File: src/logic/adcc_pkg.sv
/*
 * Constants for the converter's parallel port control block.
 * Assumes a single 10 MHz clock and synchronous pin inputs.
 */
// Contract
// - Deep sleep wake needs 10ms before converting
// - Power down low means shutdown, high runs
// - Depth select high light standby, low sleep
// - Trigger low starts conversion only when selected
// - Triggers ignored while a conversion runs
// - Busy low throughout conversion, high after
// - Falling trigger edge starts the conversion
// - Both strobes tied low: outputs always driven
// - Accept short low pulse or short high gap
// - Read strobe used: outputs float unless read
// - Slow memory: old result shown during conversion
// - New result placed before busy rises; the code updates it on the same clock edge as busy rises
// - ROM: each strobe converts, returns prior result
// - Conversion finishes within 0.75us worst case
// - Light standby wake within 200ns; the code takes three clock edges from power down high, up to 300ns
// - Result is straight binary, twelve bits
package adcc_pkg;
    localparam int RES_W        = 12;
    localparam int CLK_NS       = 100;
    localparam int CONV_MAX_NS  = 750;
    localparam int NAP_WAKE_NS  = 200;
    localparam int SLEEP_WAKE_MS = 10;
    // Longest times round down, at least one cycle
    localparam int CONV_CYC     = (CONV_MAX_NS / CLK_NS) < 1 ? 1
                                  : (CONV_MAX_NS / CLK_NS);
    localparam int NAP_CYC      = (NAP_WAKE_NS / CLK_NS) < 1 ? 1
                                  : (NAP_WAKE_NS / CLK_NS);
    localparam int SLEEP_CYC    = SLEEP_WAKE_MS * 1000000 / CLK_NS;
    localparam int CNT_W        = 17;
    localparam logic [RES_W-1:0] RES_RST = 12'h000;
    typedef enum logic [2:0] {
        ADCC_IDLE, ADCC_CONV, ADCC_NAP, ADCC_SLEEP, ADCC_WAKE
    } adcc_state_t;
endpackage

File: src/logic/adcc_buf_if.sv
/*
 * Handshake bundle between the control core and the result buffer.
 * Assumes both ends run on the same clock.
 */
`timescale 1ns/10ps
interface adcc_buf_if;
    logic                         in_valid;
    logic                         in_ready;
    logic [adcc_pkg::RES_W-1:0]   in_data;
    logic                         out_valid;
    logic                         out_ready;
    logic [adcc_pkg::RES_W-1:0]   out_data;
    modport buf_side
    (
        input  in_valid, in_data, out_ready,
        output in_ready, out_valid, out_data
    );
    modport core_side
    (
        output in_valid, in_data, out_ready,
        input  in_ready, out_valid, out_data
    );
endinterface

File: src/logic/adcc_port_ctrl.sv
/*
 * Conversion and parallel result port control of a 12-bit converter.
 * Assumes pins synchronous to CLK; sample source is a core input.
 */
`timescale 1ns/10ps
module adcc_port_ctrl
(
    input  wire logic                         CLK,
    input  wire logic                         RST_N,
    input  wire logic                         CONVERSION_TRIGGER_N,
    input  wire logic                         CHIP_SELECT_N,
    input  wire logic                         READ_STROBE_N,
    input  wire logic                         POWER_DOWN_N,
    input  wire logic                         SHUTDOWN_DEPTH_SELECT,
    input  wire logic [adcc_pkg::RES_W-1:0]   SAMPLE_CODE,
    output logic                              BUSY_N,
    output logic [adcc_pkg::RES_W-1:0]        DATA_OUT,
    output logic                              DATA_OE,
    output logic                              RESULT_VALID,
    input  wire logic                         RESULT_READY,
    output logic [adcc_pkg::RES_W-1:0]        RESULT_DATA,
    output logic                              FULL_ACCURACY
);
    adcc_pkg::adcc_state_t      state_r;
    logic [adcc_pkg::CNT_W-1:0] cnt_r;
    logic                       trig_d_r;
    logic                       deep_r;
    logic [adcc_pkg::RES_W-1:0] result_r;
    logic                       start;
    logic                       done;
    adcc_buf_if                 bif ();

    // ****************************************
    // Trigger detect
    // ****************************************
    // Falling edge only, gated by chip select; short pulse or gap
    // Refused while the buffer is full, so a finished word always fits
    // and busy never overruns its bound
    assign start = trig_d_r && !CONVERSION_TRIGGER_N
                   && !CHIP_SELECT_N
                   && bif.in_ready;
    assign done  = (state_r == adcc_pkg::ADCC_CONV)
                   && (cnt_r == adcc_pkg::CNT_W'(adcc_pkg::CONV_CYC - 1));

    // Previous trigger level
    always_ff @(posedge CLK)
    begin
        if (!RST_N)
            trig_d_r <= 1'b1;
        else
            trig_d_r <= CONVERSION_TRIGGER_N;
    end

    // ****************************************
    // Conversion and power state machine
    // ****************************************
    // Mode changes and conversion timing
    always_ff @(posedge CLK)
    begin
        if (!RST_N)
        begin
            state_r <= adcc_pkg::ADCC_IDLE;
            cnt_r   <= '0;
            deep_r  <= 1'b0;
        end
        else if (!POWER_DOWN_N && state_r != adcc_pkg::ADCC_CONV)
        begin
            // Depth follows the select on every cycle while power down is low and no conversion runs
            if (SHUTDOWN_DEPTH_SELECT)
                state_r <= adcc_pkg::ADCC_NAP;
            else
                state_r <= adcc_pkg::ADCC_SLEEP;
            deep_r <= !SHUTDOWN_DEPTH_SELECT;
            cnt_r  <= '0;
        end
        else
        begin
            case (state_r)
                adcc_pkg::ADCC_IDLE:
                begin
                    cnt_r <= '0;
                    if (start)
                        state_r <= adcc_pkg::ADCC_CONV;
                end
                adcc_pkg::ADCC_CONV:
                begin
                    // Triggers here have no effect
                    if (done)
                    begin
                        state_r <= adcc_pkg::ADCC_IDLE;
                        cnt_r   <= '0;
                    end
                    else if (cnt_r !=
                        adcc_pkg::CNT_W'(adcc_pkg::CONV_CYC - 1))
                        cnt_r <= cnt_r + 1'b1;
                end
                adcc_pkg::ADCC_NAP, adcc_pkg::ADCC_SLEEP:
                begin
                    state_r <= adcc_pkg::ADCC_WAKE;
                    cnt_r   <= '0;
                end
                adcc_pkg::ADCC_WAKE:
                begin
                    // Awake after the depth's recovery time
                    if ((!deep_r && cnt_r ==
                         adcc_pkg::CNT_W'(adcc_pkg::NAP_CYC - 1))
                        || (deep_r && cnt_r ==
                         adcc_pkg::CNT_W'(adcc_pkg::SLEEP_CYC - 1)))
                    begin
                        state_r <= adcc_pkg::ADCC_IDLE;
                        deep_r  <= 1'b0;
                        cnt_r   <= '0;
                    end
                    else
                        cnt_r <= cnt_r + 1'b1;
                end
                default:
                    state_r <= adcc_pkg::ADCC_IDLE;
            endcase
        end
    end

    // ****************************************
    // Result latch and port drive
    // ****************************************
    // Straight binary result captured at the end
    always_ff @(posedge CLK)
    begin
        if (!RST_N)
            result_r <= adcc_pkg::RES_RST;
        else if (done)
            result_r <= SAMPLE_CODE;
    end

    // Busy low only while converting, high while asleep
    assign BUSY_N = (state_r != adcc_pkg::ADCC_CONV);
    // Old result held until done, new one with busy rise
    assign DATA_OUT = result_r;
    // Drive only while selected and read strobe low
    assign DATA_OE  = !CHIP_SELECT_N && !READ_STROBE_N;
    assign FULL_ACCURACY = (state_r == adcc_pkg::ADCC_IDLE)
                           || (state_r == adcc_pkg::ADCC_CONV);

    // Stream side of the result path
    assign bif.in_valid  = done;
    assign bif.in_data   = SAMPLE_CODE;
    assign bif.out_ready = RESULT_READY;
    assign RESULT_VALID  = bif.out_valid;
    assign RESULT_DATA   = bif.out_data;

    adcc_skid_buf u_buf
    (
        .CLK   (CLK),
        .RST_N (RST_N),
        .bif   (bif)
    );

    // ****************************************
    // Assertions
    // ****************************************
    // Seven cycles of 100ns stay inside the 750ns bound
    property p_busy_bound;
        @(posedge CLK) disable iff (!RST_N)
        $fell(BUSY_N) |-> !BUSY_N [*7] ##1 BUSY_N;
    endproperty
    a_busy_bound: assert property (p_busy_bound)
        else $error("busy low too long");

    property p_start;
        @(posedge CLK) disable iff (!RST_N)
        (start && state_r == adcc_pkg::ADCC_IDLE && POWER_DOWN_N)
        |=> !BUSY_N;
    endproperty
    a_start: assert property (p_start)
        else $error("trigger did not start conversion");

    property p_no_cs;
        @(posedge CLK) disable iff (!RST_N)
        (CHIP_SELECT_N && BUSY_N && state_r == adcc_pkg::ADCC_IDLE)
        |=> BUSY_N;
    endproperty
    a_no_cs: assert property (p_no_cs)
        else $error("conversion without chip select");

    property p_power_down_n;
        @(posedge CLK) disable iff (!RST_N)
        (!POWER_DOWN_N && BUSY_N) |=> BUSY_N;
    endproperty
    a_power_down_n: assert property (p_power_down_n)
        else $error("conversion in shutdown");

    property p_data_new;
        @(posedge CLK) disable iff (!RST_N)
        done |=> (DATA_OUT == $past(SAMPLE_CODE)) && BUSY_N;
    endproperty
    a_data_new: assert property (p_data_new)
        else $error("result not ready at busy rise");

    property p_data_hold;
        @(posedge CLK) disable iff (!RST_N)
        (!BUSY_N && !done) |=> $stable(DATA_OUT);
    endproperty
    a_data_hold: assert property (p_data_hold)
        else $error("result changed mid conversion");

    property p_oe;
        @(posedge CLK) disable iff (!RST_N)
        DATA_OE == (!CHIP_SELECT_N && !READ_STROBE_N);
    endproperty
    a_oe: assert property (p_oe)
        else $error("output enable wrong");

    property p_nap_wake;
        @(posedge CLK) disable iff (!RST_N)
        (state_r == adcc_pkg::ADCC_NAP && POWER_DOWN_N)
        |=> ##[1:2] state_r == adcc_pkg::ADCC_IDLE;
    endproperty
    a_nap_wake: assert property (p_nap_wake)
        else $error("standby wake too slow");

    c_conv: cover property (@(posedge CLK) $rose(BUSY_N));
    c_nap:  cover property (@(posedge CLK) state_r == adcc_pkg::ADCC_NAP);
    c_full: cover property (@(posedge CLK) !bif.in_ready);
endmodule

File: src/logic/adcc_skid_buf.sv
/*
 * Two-entry result buffer with valid and ready on both sides.
 * Assumes one clock and a synchronous active-low reset.
 */
`timescale 1ns/10ps
module adcc_skid_buf
(
    input wire logic CLK,
    input wire logic RST_N,
    adcc_buf_if.buf_side bif
);
    logic [adcc_pkg::RES_W-1:0] mem_r [2];
    logic                       wp_r;
    logic                       rp_r;
    logic [1:0]                 cnt_r;
    logic                       push;
    logic                       pop;

    // Handshake terms
    assign bif.in_ready  = (cnt_r != 2'h2);
    assign bif.out_valid = (cnt_r != 2'h0);
    assign bif.out_data  = mem_r[rp_r];
    assign push = bif.in_valid && bif.in_ready;
    assign pop  = bif.out_valid && bif.out_ready;

    // Storage write
    always_ff @(posedge CLK)
    begin
        if (push)
            mem_r[wp_r] <= bif.in_data;
    end

    // Pointers and fill level
    always_ff @(posedge CLK)
    begin
        if (!RST_N)
        begin
            wp_r  <= 1'b0;
            rp_r  <= 1'b0;
            cnt_r <= 2'h0;
        end
        else
        begin
            if (push)
                wp_r <= ~wp_r;
            if (pop)
                rp_r <= ~rp_r;
            cnt_r <= cnt_r + {1'b0, push} - {1'b0, pop};
        end
    end
endmodule

File: config.mk
export PLATFORM = sky130hd
export DESIGN_NAME = adcc_port_ctrl
export DESIGN_NICKNAME = d
export VERILOG_FILES = /design/src/logic/adcc_pkg.sv /design/src/logic/adcc_buf_if.sv /design/src/logic/adcc_port_ctrl.sv /design/src/logic/adcc_skid_buf.sv
export SDC_FILE = /design/constraint.sdc
export NUM_CORES = 1
export LEC_CHECK = 0
export BUFFER_PORTS_ARGS = -buffer_cell sky130_fd_sc_hd__buf_2
export CORE_AREA = 2 2 85 87
export CTS_BUF_LIST = sky130_fd_sc_hd__clkbuf_16
export CTS_CLUSTER_SIZE = 12
export DETAILED_ROUTE_END_ITERATION = 16
export DIE_AREA = 0 0 87 89
export GPL_ROUTABILITY_DRIVEN = 0
export REMOVE_ABC_BUFFERS = 1
export SYNTH_ARGS = -nofsm -noshare
export SYNTH_HDL_FRONTEND = slang
export SYNTH_SLANG_ARGS = --single-unit
File: constraint.sdc
create_clock -name CLK -period 2.8 [get_ports CLK]
set_input_delay 0.28 -clock CLK [delete_from_list [all_inputs] [get_ports CLK]]
set_output_delay 0.28 -clock CLK [all_outputs]
set_load 0.05 [all_outputs]
---- Yosys cells after proc, flatten, opt, wreduce, memory -nomap -nowiden ----
Memories as Yosys holds them, arrays and structs flattened. A register that Yosys moved wholly into a read port is not among the register bits.
Index checks and enable logic that the tools add are counted.
storage, ports and cells
  logic and storage cells ................. 75
  bits in registers ....................... 38
  memory bits (writable) .................. 24
  memories kept ........................... 1
  input port bits ......................... 20
memories
  memory       words  width  read ports  clocked after Yosys merged registers in  write ports  line                 source
  u_buf.mem_r  2      12     1           1                                        1            adcc_skid_buf.sv:12  logic [adcc_pkg::RES_W-1:0] mem_r [2];
operators by class
  mux-type cells .......................... 17
  bitwise logic cells ..................... 3
  add/subtract/negate cells ............... 3
  equality and inequality tests ........... 14
  reduce and logical (&&, ||, !) cells .... 29
operators with widths
  operator                                        count
  2-to-1 mux 17 bit                               3
  case mux 17 bit (3 select lines)                1
  adder 17 x 1 -> 17 bit, second input constant   1
  == test 17 x 1 -> 1 bit, second input constant  1
  == test 17 bit, second input constant           1
  == test 17 x 3 -> 1 bit, second input constant  1
  != test 17 x 3 -> 1 bit, second input constant  1
  2-to-1 mux 3 bit                                4
  case mux 3 bit (4 select lines)                 1
  logical AND 1 bit                               10
  2-to-1 mux 1 bit                                8
  == test 3 x 2 -> 1 bit, second input constant   2
  zero test 1 bit                                 6
  != test 3 x 2 -> 1 bit, second input constant   2
  != test 3 bit, second input constant            2
  nonzero test 2 bit                              3
  AND reduction 2 bit                             2
  OR reduction 2 bit                              2
  == test 3 x 1 -> 1 bit, second input constant   1
  == test 3 bit, second input constant            1
  zero test 3 bit                                 1
  != test 3 x 1 -> 1 bit, second input constant   1
  NOT 1 bit                                       3
  AND reduction 3 bit                             1
  6 further kinds                                 7

---- Logic depth before layout (Yosys ltp) ----
  word-level depth ........................ 7
  mapped depth ............................ 8
  depth with buffers taken out ............ 8

---- By module ----
From an unflattened synthesis, not the netlist that was laid out.
second synthesis, totals
  cell total of the unflattened synthesis .. 233
  area total of the unflattened synthesis .. 2691.3 µm²
by module, submodules not included
  module          area each (µm²)  instances  sequential area each (µm²)  cells an instance
  adcc_port_ctrl  1592.8           1          680.7                       172
  adcc_skid_buf   1098.6           1          820.8                       61

---- Worst setup path before layout ----
OpenSTA, ideal clock, no wires.
  path type ............................... register to register
  start point ............................. register state_r[2]
  end point ............................... memory u_buf.mem_r[0][0] in the netlist's numbering (enable)
  path slack .............................. 87 ps
  cell stages (with the launch flop) ...... 5
  library setup time ...................... 383 ps
  path buffers ............................ 0
  required time ........................... 2417 ps
  arrival time ............................ 2330 ps
  cells stage by stage .................... dfxtp_1 -> nor2_1 -> nand4_1 -> nor3b_1 -> nor2b_1
between the ends
  longest elaborated chain between the ends .. 5
RTL lines
  item                                    line                  source
  start, declared                         adcc_port_ctrl.sv:24  adcc_pkg::adcc_state_t state_r;
  start signal, assigned                  adcc_port_ctrl.sv:62  state_r <= adcc_pkg::ADCC_IDLE;
  start signal, assigned                  adcc_port_ctrl.sv:70  state_r <= adcc_pkg::ADCC_NAP;
  start signal, assigned                  adcc_port_ctrl.sv:72  state_r <= adcc_pkg::ADCC_SLEEP;
  == test 3 x 1 -> 1 bit                  adcc_port_ctrl.sv:42  assign done = (state_r == adcc_pkg::ADCC_CONV)
  logical AND 1 bit                       adcc_port_ctrl.sv:43  && (cnt_r == adcc_pkg::CNT_W'(adcc_pkg::CONV_CYC - 1));
  logical AND 1 bit                       adcc_skid_buf.sv:23   assign push = bif.in_valid && bif.in_ready;
  2-to-1 mux 1 bit                        adcc_skid_buf.sv:29   if (push)
  2-to-1 mux 1 bit (not written as such)  adcc_skid_buf.sv:30   mem_r[wp_r] <= bif.in_data;
  end, declared                           adcc_skid_buf.sv:12
Every way passes these cells.

---- Final worst setup path ----
  start point ............................. register cnt_r[11] in the netlist's numbering
  end point ............................... memory u_buf.mem_r[1][4] in the netlist's numbering (enable)
between the ends
  longest elaborated chain between the ends .. 5
RTL lines
  item                                    line                   source
  start, declared                         adcc_port_ctrl.sv:25   logic [adcc_pkg::CNT_W-1:0] cnt_r;
  start signal, assigned                  adcc_port_ctrl.sv:95   cnt_r <= cnt_r + 1'b1;
  start signal, assigned                  adcc_port_ctrl.sv:115  cnt_r <= cnt_r + 1'b1;
  == test 17 x 3 -> 1 bit                 adcc_port_ctrl.sv:43
  logical AND 1 bit                       adcc_port_ctrl.sv:43
  logical AND 1 bit                       adcc_skid_buf.sv:23
  2-to-1 mux 1 bit                        adcc_skid_buf.sv:29
  2-to-1 mux 1 bit (not written as such)  adcc_skid_buf.sv:30
Every way passes these cells.

==> metrics.txt <==
status=complete, no violations; Worst Setup End Kind=register; Total Power=2400 uW; total negative slack=0 ps; # DRC=0; Synth Cell Area=2650 um^2; most used cells in the layout excluding fill and tap cells=47 x buf_2, 39 x dfxtp_1, 28 x nor2_1; wire per inst=13.4 um; Detail Placement HPWL=3310 um; CP arrival=2230 ps; placed inst area=2970 um^2; crit-path leading delay family=simple AND/OR/NAND/NOR gates; worst slew pin tran=569 ps; worst-path cell chain=nor4_2, nand4_1, nor3b_1, and2_1; Final WS setup=532 ps; startpoint types=register; setup violators final=0; CP max stage delay=550 ps; drt pass-1 iters=4; vias in the first global route=1675; Synth Area per Inst=11.5 um^2; Gate Count Post-Synth=231; dpl ws=544 ps; clk root buf=clkbuf_16; CTS tree=done; Yosys top cell area share=0.294; CP bufs+invs=0; Post-DRT Antenna Nets=0; core area=6720 um^2; Post-CTS Hold Buffers=0; total power per unit cell area=728 nW/um^2; final instance area=3300 um^2; Top FF cell, synth=dfxtp_1; clock transition at the registers of the reported paths=60 ps; Overflow after GRT=0; worst vdd ir=402 uV; Synth async-reset ratio=0; Ys Warns=0; dpl cells=355; post-synthesis cell type count=37; EDFF count, synth=24; Clock Sink Count=63; Antenna diodes=0; synthesis-to-finish area growth=24.2%; Crit Path Category=register to register; Final Max Slew Viols=0; Vias/cell=4.85; buffer count from post-CTS setup fixing=0; Seq cells post-synth=63; Die Area=7740 um^2; post-layout min period=2270 ps; Seq/Total Area, Yosys=0.566; proportion of synthesized area in mux cells=0.0962; cts bufs inserted=9; initial antenna violation count=0; worst hold path class=input port to register; Max-Cap Viols=0; Post-Layout Cell Count=371; port bufs=47; post-synth top area cell=dfxtp_1; CTS Buffer Depth=2; r2r setup slk=530 ps; Relative slew margins=0.620; Clock Skew=6.11 ps; Synth Area in Compound Gates=0.0424; floorplan row count=30; via count=1801; later-pin clock latency in the skew report=330 ps; Layout Nets=311; Critical Path RT=2760 ps; top cells by area, synth=dfxtp_1 29%, edfxtp_1 27%, mux2_2 5.1%; post-CTS sizing=0; adder-cell share of the synthesized area=0.0236; first-pass GRT wire length=7910 um; final hold violations=0; Die Y=89 um; commonest non-fill, non-tap cell in the layout=buf_2; Post-Synth Simple-Gate Area=0.188; gr usage total=0.136; H-tree levels=3; Critical-path top delay cell=and2_1; RSZ-0062 raised after global routing=no; largest net degree at the start of global routing=24; num ports=48; Initial Utilization=0.395; Max Fclk=441 MHz; overall die width=87 um; layout cells sized above 1=0.282; Iteration-0 DRC Markers=62; Crit Path Max Fanout=12; drt total wl=4960 um; largest family of logic cells by synthesized area=simple AND/OR/NAND/NOR gates; XOR/XNOR Fraction of Synth Area=0.0627; final period utilization=0.810; LEAKAGE=0.00123 uW
-- cell usage after synthesis, drive strengths merged (6+ instances only) --
cell type and count:
and2 8, dfxtp 39, edfxtp 24, inv 7, mux2 12, mux2i 12
nand2 9, nand4 6, nor2 28, nor2b 17, xnor2 12, xor2 7
-- state kept, by name, indices dropped and copies added, names as in the netlist, named ones only --
register     count
cnt_r           17
u_buf.mem_r     24
DATA_OUT        12
trig_d_r         1
deep_r           1
u_buf.cnt_r      2
u_buf.rp_r       1
u_buf.wp_r       1
state_r          3
-- routing by layer --
layer | wire length (um) | global-route usage | vias to the layer above | share of wire
li1 | - | - | 914 | -
met1 | 2290 | 0.168 | 833 | 0.46
met2 | 2340 | 0.217 | 43 | 0.47
met3 | 209 | 0.0314 | 11 | 0.042
met4 | 119 | 0.0852 | 0 | 0.024
met5 | 0 | 0 | - | 0
-- area by class of cell --
cell class	count	area, um^2
Fill cell	607	3420
Clock inverter	7	96.3
Inverter	7	26.3
Sequential cell	63	1500
Tap cell	80	100
Timing Repair Buffer	49	250
Clock buffer	9	225
Multi-Input combinational cell	156	1100
-- final timing paths --
check                  startpoint                end  depth (start not counted)
max                     cnt_r[11]  u_buf.mem_r[1][4]                          4
max reg2reg             cnt_r[11]  u_buf.mem_r[1][4]                          4
min          CONVERSION_TRIGGER_N           trig_d_r                          2
min reg2reg           DATA_OUT[7]        DATA_OUT[7]                          2
-- per-stage QoR --
| step | util | hold WS (ps) |
|---|---|---|
| after floorplan | - | 353 |
| after global placement | 0.443 | 479 |
| after detailed placement | 0.443 | 484 |
| after global routing | 0.491 | 159 |
| after CTS | 0.491 | 144 |
| final | 0.491 | 150 |
-- power breakdown --
part / internal [uW] / total, uW / switching, uW / leakage, uW
clock: 779 / 1190 / 406 / 0.000148
combinational: 81.8 / 223 / 142 / 0.000549
sequential: 967 / 990 / 23.1 / 0.000531
total: 1830 / 2400 / 571 / 0.00123
-- cell families after synthesis --
family | Yosys count
xor+xnor | 19
fa+ha+maj | 5
mux | 24
flops | 63
compound gates | 14
simple gates | 94
buf+inv | 12
-- worst register-to-register path, stage by stage (launching register included) --
cell	delay, ps
dfxtp_1	350
nor4_2	340
nand4_1	230
nor3b_1	430
and2_1	550
No activity file was read; power rests on OpenSTA's default activity.
